<file path="config.mk">
export PLATFORM = sky130hd
export DESIGN_NAME = ccbr_top
export DESIGN_NICKNAME = d
export VERILOG_FILES = /design/src/logic/ccbr_pkg.sv /design/src/logic/ccbr_top.sv /design/src/logic/ccbr_buffer_mem.sv
export SDC_FILE = /design/constraint.sdc
export NUM_CORES = 1
export LEC_CHECK = 0
export BUFFER_PORTS_ARGS = -buffer_cell sky130_fd_sc_hd__clkbuf_2
export CAP_MARGIN = 20
export CORE_MARGIN = 10
export CORE_UTILIZATION = 55
export CTS_CLUSTER_DIAMETER = 100
export DETAILED_ROUTE_END_ITERATION = 7
export GPL_ROUTABILITY_DRIVEN = 1
export HOLD_SLACK_MARGIN = 0.02
export PLACE_DENSITY = 0.74
export RECOVER_POWER = 25
export REMOVE_ABC_BUFFERS = 1
export SYNTH_ARGS = -nofsm -noshare
export SYNTH_HDL_FRONTEND = slang
export SYNTH_SLANG_ARGS = --single-unit
</file>
<file path="constraint.sdc">
create_clock -name clk -period 3.1 [get_ports clk]
set_clock_uncertainty 0.05 [all_clocks]
set_input_delay 0.155 -clock clk [delete_from_list [all_inputs] [get_ports clk]]
set_output_delay 0.155 -clock clk [all_outputs]
set_load 0.02 [all_outputs]
</file>
<file path="src/logic/ccbr_pkg.sv">
// Package for the channel 3/4 compare/capture buffer registers.
// Assumes a 16-bit internal CPU bus with byte strobes and one system clock.
// Operation
// Four 16-bit buffers, channels 3 and 4.
// Compare match loads buffer into general register.
// Capture moves general register into buffer.
// Four independent buffer enable bits.
// Buffer role follows its general register mode.
// Word or byte access to each buffer.
// Buffers reset to all ones, also standby.
// Compare register matched continuously against counter.
// Capture loads counter, sets flag together.
// Buffered capture shifts old value same clock.
package ccbr_pkg;
  localparam int          CCBR_DATA_W    = 16;
  localparam int          CCBR_NUM_REGS  = 4;
  localparam int          CCBR_ADDR_W    = 2;
  // Register index on the local select bus.
  localparam logic [1:0]  CCBR_IDX_CH3_A = 2'h0;
  localparam logic [1:0]  CCBR_IDX_CH3_B = 2'h1;
  localparam logic [1:0]  CCBR_IDX_CH4_A = 2'h2;
  localparam logic [1:0]  CCBR_IDX_CH4_B = 2'h3;
  // Field positions of the enables inside the function control vector.
  localparam int          CCBR_EN_CH3_A  = 0;
  localparam int          CCBR_EN_CH3_B  = 1;
  localparam int          CCBR_EN_CH4_A  = 2;
  localparam int          CCBR_EN_CH4_B  = 3;
  localparam logic [15:0] CCBR_RESET_VAL = 16'hFFFF;

  typedef struct packed {
    logic             req;
    logic             wr;
    logic [1:0]       idx;
    logic [1:0]       byte_en;
    logic [15:0]      wdata;
  } ccbr_bus_req_t;

  typedef struct packed {
    logic [3:0]       capture_mode;
    logic [3:0]       capture_evt;
    logic [3:0]       buffer_enable;
  } ccbr_ctrl_t;
endpackage : ccbr_pkg

</file>
<file path="src/logic/ccbr_top.sv">
// Buffer registers for the A and B compare/capture registers of channels 3 and 4,
// together with those four general registers and their match/capture logic.
// Assumes counters, edge selection and pin control live elsewhere on the same clock;
// capture strobes arrive already synchronised and edge-qualified.
`timescale 1ns/10ps
module ccbr_top #(
  parameter int WIDTH = 16
) (
  input  wire logic                   clk,
  input  wire logic                   rst_n,
  input  wire logic                   standby,
  input  wire ccbr_pkg::ccbr_bus_req_t buf_bus,
  input  wire ccbr_pkg::ccbr_bus_req_t gr_bus,
  input  wire ccbr_pkg::ccbr_ctrl_t   ctrl,
  input  wire logic [WIDTH-1:0]       ch3_counter,
  input  wire logic [WIDTH-1:0]       ch4_counter,
  output logic      [WIDTH-1:0]       buf_rdata,
  output logic                        buf_ack,
  output logic      [WIDTH-1:0]       gr_rdata,
  output logic                        gr_ack,
  output logic      [3:0]             compare_match,
  output logic      [3:0]             capture_done,
  output logic      [3:0]             match_flag_set
);
  localparam int N = ccbr_pkg::CCBR_NUM_REGS;

  logic [WIDTH-1:0]   compare_capture [N];
  logic [N*WIDTH-1:0] buf_all;
  logic [N*WIDTH-1:0] next_buf;
  logic [N-1:0]       buf_load;
  logic [N-1:0]       match_now;
  logic [WIDTH-1:0]   gr_rd_word;
  logic [WIDTH-1:0]   mem_rd;

  // Merges a byte-lane write into an existing word.
  function automatic logic [15:0] ccbr_merge(input logic [15:0] old_v,
                                             input logic [15:0] new_v,
                                             input logic [1:0]  be);
    ccbr_merge = old_v;
    if (be[1]) ccbr_merge[15:8] = new_v[15:8];
    if (be[0]) ccbr_merge[7:0]  = new_v[7:0];
  endfunction : ccbr_merge

  genvar g;
  generate
    for (g = 0; g < N; g++) begin : g_ch
      logic [WIDTH-1:0] counter;
      logic             buf_wr;
      logic             gr_wr;
      assign counter = (g < 2) ? ch3_counter : ch4_counter;
      assign buf_wr  = buf_bus.req && buf_bus.wr && (buf_bus.idx == 2'(g));
      assign gr_wr   = gr_bus.req && gr_bus.wr && (gr_bus.idx == 2'(g));
      assign match_now[g] = !ctrl.capture_mode[g] && (compare_capture[g] == counter);

      // Hardware transfer has priority over a CPU write in the same clock, so
      // a captured value is never overwritten by a late software access.
      always_comb begin
        buf_load[g] = 1'b0;
        next_buf[g*WIDTH +: WIDTH] = buf_all[g*WIDTH +: WIDTH];
        if (ctrl.buffer_enable[g] && ctrl.capture_mode[g] && ctrl.capture_evt[g]) begin
          buf_load[g] = 1'b1;
          next_buf[g*WIDTH +: WIDTH] = compare_capture[g]; // see see
        end else if (buf_wr) begin
          buf_load[g] = 1'b1;
          next_buf[g*WIDTH +: WIDTH] =
            ccbr_merge(buf_all[g*WIDTH +: WIDTH], buf_bus.wdata, buf_bus.byte_en);
        end
      end

      always_ff @(posedge clk) begin
        if (!rst_n || standby) begin
          compare_capture[g] <= ccbr_pkg::CCBR_RESET_VAL;
        end else if (ctrl.capture_mode[g] && ctrl.capture_evt[g]) begin
          compare_capture[g] <= counter; // see
        end else if (!ctrl.capture_mode[g] && match_now[g] && ctrl.buffer_enable[g]) begin
          compare_capture[g] <= buf_all[g*WIDTH +: WIDTH]; // see see
        end else if (gr_wr) begin
          compare_capture[g] <= ccbr_merge(compare_capture[g], gr_bus.wdata, gr_bus.byte_en);
        end
      end

      always_ff @(posedge clk) begin
        if (!rst_n || standby) begin
          compare_match[g]  <= 1'b0;
          capture_done[g]   <= 1'b0;
          match_flag_set[g] <= 1'b0;
        end else begin
          compare_match[g]  <= match_now[g];
          capture_done[g]   <= ctrl.capture_mode[g] && ctrl.capture_evt[g];
          match_flag_set[g] <= match_now[g] || (ctrl.capture_mode[g] && ctrl.capture_evt[g]);
        end
      end
    end
  endgenerate

  ccbr_buffer_mem #(
    .WIDTH (WIDTH),
    .DEPTH (N)
  ) u_mem (
    .clk       (clk),
    .rst_n     (rst_n),
    .init      (standby),
    .load      (buf_load),
    .load_data (next_buf),
    .rd_idx    (buf_bus.idx),
    .rd_data   (mem_rd),
    .all_data  (buf_all)
  );

  assign gr_rd_word = compare_capture[gr_bus.idx];

  always_ff @(posedge clk) begin
    if (!rst_n) begin
      buf_ack   <= 1'b0;
      buf_rdata <= ccbr_pkg::CCBR_RESET_VAL;
    end else begin
      buf_ack   <= buf_bus.req;
      buf_rdata <= mem_rd;
    end
  end

  always_ff @(posedge clk) begin
    if (!rst_n) begin
      gr_ack   <= 1'b0;
      gr_rdata <= ccbr_pkg::CCBR_RESET_VAL;
    end else begin
      gr_ack   <= gr_bus.req;
      gr_rdata <= gr_rd_word;
    end
  end
endmodule : ccbr_top

</file>
<file path="src/logic/ccbr_buffer_mem.sv">
// Four-word buffer store with whole-word loads and a registered read port.
// Assumes one system clock; hardware loads and CPU writes arrive already merged.
`timescale 1ns/10ps
module ccbr_buffer_mem #(
  parameter int WIDTH = 16,
  parameter int DEPTH = 4
) (
  input  wire logic                       clk,
  input  wire logic                       rst_n,
  input  wire logic                       init,
  input  wire logic [DEPTH-1:0]           load,
  input  wire logic [DEPTH*WIDTH-1:0]     load_data,
  input  wire logic [$clog2(DEPTH)-1:0]   rd_idx,
  output logic      [WIDTH-1:0]           rd_data,
  output logic      [DEPTH*WIDTH-1:0]     all_data
);
  logic [WIDTH-1:0] word [DEPTH];

  genvar g;
  generate
    for (g = 0; g < DEPTH; g++) begin : g_word
      always_ff @(posedge clk) begin
        if (!rst_n || init) begin
          word[g] <= ccbr_pkg::CCBR_RESET_VAL;
        end else if (load[g]) begin
          word[g] <= load_data[g*WIDTH +: WIDTH];
        end
      end
      assign all_data[g*WIDTH +: WIDTH] = word[g];
    end
  endgenerate

  always_ff @(posedge clk) begin
    if (!rst_n) begin
      rd_data <= ccbr_pkg::CCBR_RESET_VAL;
    end else begin
      rd_data <= word[rd_idx];
    end
  end
endmodule : ccbr_buffer_mem

</file>
==> metrics, run 1 <==
post-route standard cell area excluding fillers=11300 sq um; Inserted Clock Buffers=17; Starting DRT DRC Count=1585; Hold Path Origin=buf_bus[6]; number of hold violations in the final report=0; wire length of the first global-routing pass=52.4 mm; FP Rows=48; max-cap viol count=1; #FFs+latches synth=190; area of the mapped netlist=9560 sq um; vias post-DR=8402; Worst Path Class, Setup=reg -> reg; maximum fanout along the worst path=16; final max-slew violation count=38; Hold WC Path Type=in -> reg; leading area contributor after synthesis=sky130_fd_sc_hd__edfxtp_1; antenna viol nets, final=0; final core area utilization=65.8%; Initial Util=55.6%; placer's final routability congestion estimate=1.03; count of different cell masters after synthesis=39; DP Wirelength=24.3 mm; setup slack after placement=0.315 ns; grt ovf=0; final wirelength=35.6 mm; count of flip-flops with a built-in enable after synthesis=128; number of global-route vias before repair=8172; Die Wd=152 um; Diodes inserted=0; number of buffer cells added on primary ports=136; final period demand of the worst path=2.91 ns; final setup violating endpoints=0; Gate Count Post-Synth=850; Max rail drop VDD=0.432 mV; PD cells=519 nW/um^2; actual transition at the worst max-transition pin=1.91 ns; most frequent cells after synthesis=sky130_fd_sc_hd__nand2_1, sky130_fd_sc_hd__edfxtp_1, sky130_fd_sc_hd__nand3_1; period utilisation layout=94.0%; final cell count without fillers=1252; startpoint type of the worst setup path=flop; Post-Place Cell Area=10600 sq um; die footprint=23000 sq um; origin of the critical flop-to-flop path=compare_capture[0][4]; Final WS setup=0.186 ns; Seq/Total Area, Yosys=53.2%; clk sinks=190; TritonCTS clock tree=done; die boundary height=152 um; largest net degree at the start of global routing=38; Highest Clock Rate=0.343 GHz; number of placed I/O pins=137; post-detailed-route wirelength per cell=28.5 um; post-CTS setup-driven buffer insertion count=0; FILL cells=1364; CTS clk-pin slew, worst paths=0.07 ns; number of remaining DRC errors=0; total number of nets in the final design=1105; Overall Global Routing Usage=29.9%; result of the run=finished with violations; Total Neg Setup Slack=0 ns; violated checks=max-capacitance violations, max-slew violations; CTS H-tree lvls=4; Critical Path AT=3.06 ns; Pwr Total=5.87 mW; number of placed instances, taps included=1207; cell at the root of the clock tree=sky130_fd_sc_hd__clkbuf_16; Post-Syn Area per Cell=11.2 sq um; area share of the largest cell type after synthesis=40.2%; most common cell in the synthesized netlist=sky130_fd_sc_hd__nand2_1; share of post-route cells with drive strength above 1=27.5%; maximum number of buffers from clock root to sink=2; initial antenna violation count=0; worst-case hold slack=0.0158 ns; Detailed Routing Iterations Pass 1=6; Static Leakage=3.79 nW; kind of end point of the critical path=flop; worst relative slew slack=-27.5%; most instantiated flip-flop cell in the synthesis netlist=sky130_fd_sc_hd__edfxtp_1; crit path from=compare_capture[0][4]; endpoint required time on the critical path=3.25 ns; clock latency reported for the late side of the worst-skew pair=0.44 ns; average vias per placed instance=6.71; Area growth, synth to finish=18.3%; floorplan core area=17200 sq um; ys async rst share=0%; unrepaired setup endpoints after global routing=false; Synthesis Warnings=0; cells taking the most area after synthesis=sky130_fd_sc_hd__edfxtp_1, sky130_fd_sc_hd__dfxtp_1, sky130_fd_sc_hd__mux4_2, sky130_fd_sc_hd__nand2_1, sky130_fd_sc_hd__o221a_2
[registers in the layout (all words and copies together), names as in the netlist, 4 cells and up]
signal and count:
buf_rdata 16, capture_done 4, compare_capture 64, compare_match 4, gr_rdata 16, match_flag_set 4
u_mem.rd_data 16, u_mem.word 64
[per-layer routing]
layer  global-route usage, %  routed length (um)  up-vias
met1                    39.3               12600     3948
met4                    12.1                1590        0
met2                    43.7               15300      856
li1                        -                   -     3467
met3                    11.3                6170      131
met5                       0                   0        -
[power breakdown]
part,leakage (nW),internal [mW],total (mW),switching [mW]
clock network,0.303,1.30,2.26,0.964
registers,1.58,2.82,2.90,0.0897
logic,1.90,0.252,0.699,0.447
[area by class of cell]
class | instances | area (sq um) | share of cell area [%]
well taps | 225 | 282 | 2.49
multi-input cells | 594 | 4160 | 36.8
clock inverters | 7 | 68.8 | 0.609
inverters | 15 | 56.3 | 0.498
repair buffers | 196 | 1110 | 9.84
clock buffers | 25 | 539 | 4.77
flip-flops and latches | 190 | 5080 | 45.0
[critical path: stages, from the launching register on]
cell                       delay (ns)
sky130_fd_sc_hd__edfxtp_1        0.43
sky130_fd_sc_hd__xor2_1          0.20
sky130_fd_sc_hd__nor4_1          0.45
sky130_fd_sc_hd__nand3_1         0.20
sky130_fd_sc_hd__or4_4           0.49
sky130_fd_sc_hd__or3_1           0.37
sky130_fd_sc_hd__buf_12          0.19
sky130_fd_sc_hd__o221a_2         0.28
[path summary, 6_finish.rpt]
path,to,slack [ns],cells past startpoint
setup / recovery,compare_capture[0][12],0.19,7
hold / removal,u_mem.word[0][6],0.02,3
setup reg to reg,compare_capture[0][12],0.19,7
hold reg to reg,buf_rdata[2],0.36,1
[kinds of logic (layout without fill, tap and decap cells)]
logic type	count (synthesis)	count (layout)	synth area share (%)
mux	32	32	7.54
flops	190	190	53.2
compound gates	108	108	10.3
simple gates	396	396	20.4
xor+xnor	58	58	5.32
buf+inv	66	243	3.25
[repair_timing]
item,in CTS,in global routing
resized for setup,0,0
hold buffers,13,0
endpoints found under the hold margin,21,0
[cells in the final DEF (no fill, tap or decap), types with 2 or more instances in the layout]
master / n
sky130_fd_sc_hd__a211oi_1: 16
sky130_fd_sc_hd__a21o_1: 6
sky130_fd_sc_hd__a21oi_1: 6
sky130_fd_sc_hd__and3_1: 4
sky130_fd_sc_hd__buf_12: 2
sky130_fd_sc_hd__buf_4: 41
sky130_fd_sc_hd__clkbuf_1: 56
sky130_fd_sc_hd__clkbuf_16: 20
sky130_fd_sc_hd__clkbuf_2: 87
sky130_fd_sc_hd__clkbuf_8: 2
sky130_fd_sc_hd__clkinv_2: 3
sky130_fd_sc_hd__dfxtp_1: 62
sky130_fd_sc_hd__dlygate4sd3_1: 13
sky130_fd_sc_hd__edfxtp_1: 128
sky130_fd_sc_hd__inv_1: 15
sky130_fd_sc_hd__mux4_2: 32
sky130_fd_sc_hd__nand2_1: 149
sky130_fd_sc_hd__nand2b_1: 49
sky130_fd_sc_hd__nand3_1: 85
sky130_fd_sc_hd__nand4_1: 5
sky130_fd_sc_hd__nor2_1: 19
sky130_fd_sc_hd__nor3_1: 24
sky130_fd_sc_hd__nor4_1: 6
sky130_fd_sc_hd__o211ai_1: 4
sky130_fd_sc_hd__o21ai_0: 6
sky130_fd_sc_hd__o221a_1: 4
sky130_fd_sc_hd__o221a_2: 44
sky130_fd_sc_hd__o22ai_1: 2
sky130_fd_sc_hd__o2bb2ai_1: 16
sky130_fd_sc_hd__or2_2: 43
sky130_fd_sc_hd__or3_1: 4
sky130_fd_sc_hd__or4_4: 3
sky130_fd_sc_hd__xnor2_1: 20
sky130_fd_sc_hd__xor2_1: 38
No activity file was read; power rests on OpenSTA's default activity.
==> run 2: changes to the inputs <==
- BUFFER_PORTS_ARGS: -buffer_cell sky130_fd_sc_hd__clkbuf_2 -> not set
- DONT_BUFFER_PORTS: not set -> 1
- MAX_ROUTING_LAYER: not set -> met4
- PLACE_DENSITY: 0.74 -> 0.67
==> run 2 against run 1 <==
The run still ends with max-capacitance violations, max-slew violations left. Sequential cell count unchanged. Register-to-register slack improved by 0.02 ns. Final cell count decreased by 6.8%. Clock-buffer cell count decreased by 5. Clock power decreased by 4%. Critical path depth decreased by 1. Sequential power increased by 2%. Utilization decreased by 0.82 points. Power decreased by 2.4%. Critical path type unchanged. Largest power group unchanged. Highest routed layer unchanged.
==> metrics, run 2 (synthesis gave the netlist of run 1 again) <==
top library cells by usage in the layout, fill and taps aside=sky130_fd_sc_hd__nand2_1, sky130_fd_sc_hd__edfxtp_1, sky130_fd_sc_hd__nand3_1; placer's final routability congestion estimate=0.985 (-4.7%); delay contributed by the slowest stage of the critical path=0.63 ns (+0.14 ns); cells on worst reg2reg path=6 (-1); final wirelength=35.7 mm (about the same); antenna viol nets, final=0 (unchanged); kind of end point of the critical path=flop; violated checks=max-capacitance violations, max-slew violations; cell at the root of the clock tree=sky130_fd_sc_hd__clkbuf_16; Crit. path cell count=6 (-1); number of instances on the worst hold path=3 (unchanged); sum of buffers and inverters on the critical path=0 (-1); Highest Clock Rate=0.345 GHz (+0.60%); number of hold violations in the final report=0 (unchanged); Hold WC Path Type=in -> reg; vias post-DR=7928 (-5.6%); maximum number of buffers from clock root to sink=2 (unchanged); startpoint type of the worst setup path=flop; CTS clk-pin slew, worst paths=0.07 ns (about the same); number of placed I/O pins=137 (unchanged); Die Wd=152 um (unchanged); final period demand of the worst path=2.90 ns (-0.0175 ns); maximum fanout along the worst path=16 (unchanged); unrepaired setup endpoints after global routing=false; Area growth, synth to finish=16.8%; end of the worst register-to-register path=compare_capture[1][15]; actual transition at the worst max-transition pin=2.22 ns (+0.310 ns); wire length of the first global-routing pass=51.9 mm (-0.96%); average vias per placed instance=6.79 (+1.2%); number of buffer cells added on primary ports=0 (-100%); Starting DRT DRC Count=1041 (-34%); final max-slew violation count=51 (+34%); PD cells=513 nW/um^2 (-1.1%); crit-path cells=xor2_1 > nor4_1 > nand3_1 > or4_4 > or3_1 > o221a_2; final setup violating endpoints=0 (unchanged); multi-input logic area=4160 sq um (unchanged); clock latency reported for the late side of the worst-skew pair=0.44 ns (about the same); Critical Path AT=3.03 ns (-0.03 ns); Detailed Routing Iterations Pass 1=5 (-1); Overall Global Routing Usage=30.7% (+0.75 points); clk sinks=190 (unchanged); share of post-route cells with drive strength above 1=18.5% (-9.0 points); post-detailed-route wirelength per cell=30.6 um (+7.4%); Max rail drop VDD=0.420 mV (-2.7%); post-route standard cell area excluding fillers=11200 sq um (-1.3%); FP Rows=48 (unchanged); number of global-route vias before repair=7746 (-5.2%); CTS H-tree lvls=4 (unchanged); FILL cells=1369 (+0.37%); largest registers=compare_capture x64, u_mem.word x64; DP Wirelength=25.1 mm (+3.3%); Post-Place Cell Area=9740 sq um (-8.5%); worst relative slew slack=-48.1% (-21 points); die footprint=23000 sq um (unchanged); number of remaining DRC errors=0 (unchanged); origin of the critical flop-to-flop path=compare_capture[1][2]; TritonCTS clock tree=done; most frequent standard cell in the layout excluding fill and tap cells=sky130_fd_sc_hd__nand2_1; Static Leakage=3.51 nW (-7.4%); grt ovf=0 (unchanged); final cell count without fillers=1167 (-6.8%); crit path from=compare_capture[1][2]; cell family with the largest share of critical-path delay=simple AND/OR/NAND/NOR gates; slowest cell on the critical path=sky130_fd_sc_hd__or3_1; initial antenna violation count=4 (+4); period utilisation layout=93.4% (-0.56 points); result of the run=finished with violations; max-cap viol count=1 (unchanged); Inserted Clock Buffers=17 (unchanged); worst-case hold slack=0.0332 ns (+0.0175 ns); die boundary height=152 um (unchanged); Total Neg Setup Slack=0 ns (unchanged); endpoint required time on the critical path=3.24 ns (about the same); combined flip-flop and latch cell area=5080 sq um (unchanged); largest net degree at the start of global routing=51 (+34%); critical path capture point=compare_capture[1][15]; floorplan core area=17200 sq um (unchanged); register-to-register setup slack=0.20 ns (+0.02 ns); post-CTS setup-driven buffer insertion count=0 (unchanged); total number of nets in the final design=1015 (-8.1%); Initial Util=55.6% (unchanged); number of placed instances, taps included=1045 (-13%); Worst Path Class, Setup=reg -> reg
[run 2: power breakdown]
group / switching, mW / total (mW) / internal, mW
Sequential: 0.144 / 2.96 / 2.82
Combinational: 0.335 / 0.589 / 0.254
Clock: 1.04 / 2.18 / 1.14
[run 2: tightest hold or removal path, delay by kind of cell]
family	cells	cell delay [ns]
compound gates	1	0.15
simple gates	1	0.06
buf+inv	1	0.04
[run 2: repair_timing]
action,4_1_cts,5_1_grt
hold buffers,84,0
setup endpoints to repair,0,0
gates resized for setup,0,0
endpoints found under the hold margin,186,0
[run 2: worst min-delay path by stage]
stage	start	slack, ns	endpoint
finish	ch4_counter[5]	0.03	compare_capture[3][5]
global route	ch3_counter[8]	0.02	compare_capture[1][8]
floorplan	rst_n	0.18	gr_rdata[0]
CTS	buf_bus[18]	0.02	u_mem.rd_data[13]
detailed placement	rst_n	0.19	gr_rdata[6]
global placement	rst_n	0.19	gr_rdata[6]
[run 2: layout make-up]
cell class,count,share of cell area (%)
Timing Repair Buffer,106,8.86
Antenna cell,5,0.112
Tap cell,225,2.52
Sequential cell,190,45.6
Clock buffer,20,4.29
Inverter,15,0.504
Multi-Input combinational cell,594,37.3
Clock inverter,12,0.886
[run 2: routing by layer]
| layer | part of all wire [%] | global-route usage [%] | up-vias |
|---|---|---|---|
| met5 | 0 | - | - |
| met4 | 2.9 | 9.17 | 0 |
| met3 | 17 | 12.9 | 100 |
| met2 | 43 | 44.0 | 719 |
| met1 | 37 | 38.8 | 3807 |
| li1 | - | - | 3302 |
[run 2: per-stage QoR]
step / utilization (%) / power (mW) / setup slack, ns
6_report: 65.0 / 5.73 / 0.204
5_1_grt: 65.0 / 5.87 / 0.0345
4_1_cts: 65.0 / 5.70 / 0.217
3_5_place_dp: 56.7 / 3.41 / 0.228
3_3_place_gp: 56.7 / 3.40 / 0.285
2_1_floorplan: - / 3.24 / 0.598
==> run 3: changes to the inputs <==
- PLACE_DENSITY: 0.67 -> 0.71
==> run 3 against run 2 <==
The flow now finishes without violations. Final cell count rose by 1.8%. Sequential share of layout area fell by 0.88 points. Utilization rose by 1.3 points. Via count rose by 5.7%. Die area did not move. Sequential power barely moved. Critical path depth did not move. Combinational power rose by 9.8%. Global-route usage rose by 2.9 points. Worst setup slack got worse by 0.11 ns. Highest routed layer unchanged.
==> metrics, run 3 (synthesis gave the netlist of run 1 again) <==
result of the run=completed; largest registers=compare_capture x64, u_mem.word x64; Critical Path AT=3.03 ns (about the same); maximum number of buffers from clock root to sink=2 (unchanged); antenna viol nets, final=0 (unchanged); endpoint required time on the critical path=3.12 ns (-0.12 ns); clk sinks=190 (unchanged); Initial Util=55.6% (unchanged); max-cap viol count=0 (-1); average vias per placed instance=7.06 (+3.9%); switching part of the total=25.8% (-0.63 points); FILL cells=1330 (-2.8%); wire length of the first global-routing pass=55.9 mm (+7.8%); multi-input logic area=4160 sq um (unchanged); final wirelength=39.1 mm (+9.5%); final setup violating endpoints=0 (unchanged); post-detailed-route wirelength per cell=32.9 um (+7.6%); number of buffer cells added on primary ports=0 (unchanged); grt ovf=0 (unchanged); Starting DRT DRC Count=1577 (+51%); net switching component of the power=1.49 mW (-1.5%); die boundary height=152 um (unchanged); CTS H-tree lvls=4 (unchanged); total number of nets in the final design=1038 (+2.3%); initial antenna violation count=2 (-2); number of placed I/O pins=137 (unchanged); die footprint=23000 sq um (unchanged); crit path from=compare_capture[1][5]; end of the worst register-to-register path=compare_capture[1][4]; origin of the critical flop-to-flop path=compare_capture[1][5]; period utilisation layout=97.0% (+3.6 points); Inserted Clock Buffers=17 (unchanged); final period demand of the worst path=3.01 ns (+0.112 ns); maximum fanout along the worst path=8 (-8); Overall Global Routing Usage=33.5% (+2.9 points); vias post-DR=8382 (+5.7%); Static Leakage=3.65 nW (+3.9%); portion of total power attributed to the clock network=38.0% (about the same); Total Neg Setup Slack=0 ns (unchanged); cells on worst reg2reg path=6 (unchanged); most frequent standard cell in the layout excluding fill and tap cells=sky130_fd_sc_hd__nand2_1; Hold WC Path Type=in -> reg; combined flip-flop and latch cell area=5080 sq um (unchanged); Seq pwr share=50.9% (-0.8 points); DP Wirelength=25.3 mm (+0.79%); top library cells by usage in the layout, fill and taps aside=sky130_fd_sc_hd__nand2_1, sky130_fd_sc_hd__edfxtp_1, sky130_fd_sc_hd__nand3_1; critical path capture point=compare_capture[1][4]; combinational fraction of design power=11.2% (+0.9 points); PD cells=508 nW/um^2 (-1.0%); Pwr Total=5.78 mW (+0.94%); number of hold violations in the final report=0 (unchanged); actual transition at the worst max-transition pin=1.26 ns (-0.958 ns); floorplan core area=17200 sq um (unchanged); final max-slew violation count=0 (-100%); FP Rows=48 (unchanged); register-to-register setup slack=0.09 ns (-0.11 ns); internal portion of total power=4.29 mW (+1.8%); largest net degree at the start of global routing=52 (+2.0%); CTS clk-pin slew, worst paths=0.07 ns (about the same); Area growth, synth to finish=19.1%; TritonCTS clock tree=done; Detailed Routing Iterations Pass 1=6 (+1); kind of end point of the critical path=flop; worst relative slew slack=15.5% (+64 points); number of remaining DRC errors=0 (unchanged); number of global-route vias before repair=8288 (+7.0%); startpoint type of the worst setup path=flop; share of post-route cells with drive strength above 1=20.5% (+2.1 points); Die Wd=152 um (unchanged); unrepaired setup endpoints after global routing=false; cell at the root of the clock tree=sky130_fd_sc_hd__clkbuf_16; clock latency reported for the late side of the worst-skew pair=0.44 ns (about the same); placer's final routability congestion estimate=1.03 (+5.0%); Max rail drop VDD=0.401 mV (-4.5%); Highest Clock Rate=0.332 GHz (-3.7%); Worst Path Class, Setup=reg -> reg
## run 3: worst min path at each step
stage / endpoint / depth (start not counted) / slack (ns) / start
finish: compare_capture[1][4] / 2 / 0.02 / ch3_counter[4]
global route: gr_rdata[5] / 2 / 0.02 / gr_bus[19]
CTS: gr_rdata[5] / 2 / 0.02 / gr_bus[19]
detailed placement: buf_rdata[3] / 1 / 0.19 / rst_n
global placement: buf_rdata[6] / 1 / 0.19 / rst_n
floorplan: gr_rdata[0] / 1 / 0.18 / rst_n
## run 3: power by group through the flow
stage | Combinational, mW | Sequential [mW] | Clock, mW
global placement | 0.451 | 2.99 | 0
CTS | 0.614 | 2.93 | 2.19
floorplan | 0.291 | 2.95 | 0
finish | 0.647 | 2.94 | 2.19
global route | 0.666 | 2.94 | 2.30
detailed placement | 0.456 | 2.99 | 0
## run 3: what timing repair did
item / 4_1_cts / 5_1_grt
endpoints found under the setup margin: 0 / 0
gates resized for setup: 0 / 0
hold buffers: 84 / 1
setup buffers: 0 / 0
endpoints found under the hold margin: 186 / 1
## run 3: routing by layer
metal | track usage [%] | up-vias | share of wire, % | wire (um)
li1 | - | 3333 | - | -
met1 | 40.6 | 4015 | 35 | 13600
met2 | 48.1 | 869 | 43 | 16900
met3 | 14.2 | 165 | 17 | 6550
met4 | 14.4 | 0 | 5.1 | 2010
met5 | - | - | 0 | 0
## run 3: area by class of cell
cell class | instances | share of cell area [%]
inverter | 15 | 0.495
clock inverter | 12 | 0.934
clock buffer | 20 | 4.20
tap | 225 | 2.47
sequential | 190 | 44.7
antenna | 3 | 0.0660
timing repair buffer | 129 | 10.6
multi-input combinational | 594 | 36.6
## run 3: per-stage QoR
step	hold WS, ns	std cells	setup slack, ns	instance area (sq um)	util (%)
4_1_cts	0.0221	1182	0.194	11300	66.0
5_1_grt	0.0215	1188	0.0973	11400	66.3
3_5_place_dp	0.190	1066	0.212	9900	57.6
6_report	0.0220	1188	0.0917	11400	66.3
3_3_place_gp	0.186	1066	0.208	9900	57.6
2_1_floorplan	0.178	799	0.598	9300	-
## run 3: worst max-delay path, cell delays in order, from the launching register on
cell and delay [ns]:
sky130_fd_sc_hd__edfxtp_1 0.46, sky130_fd_sc_hd__xor2_1 0.22, sky130_fd_sc_hd__nor4_1 0.50, sky130_fd_sc_hd__nand3_1 0.15, sky130_fd_sc_hd__or4_4 0.47, sky130_fd_sc_hd__o21ai_0 0.26
sky130_fd_sc_hd__a21o_1 0.51
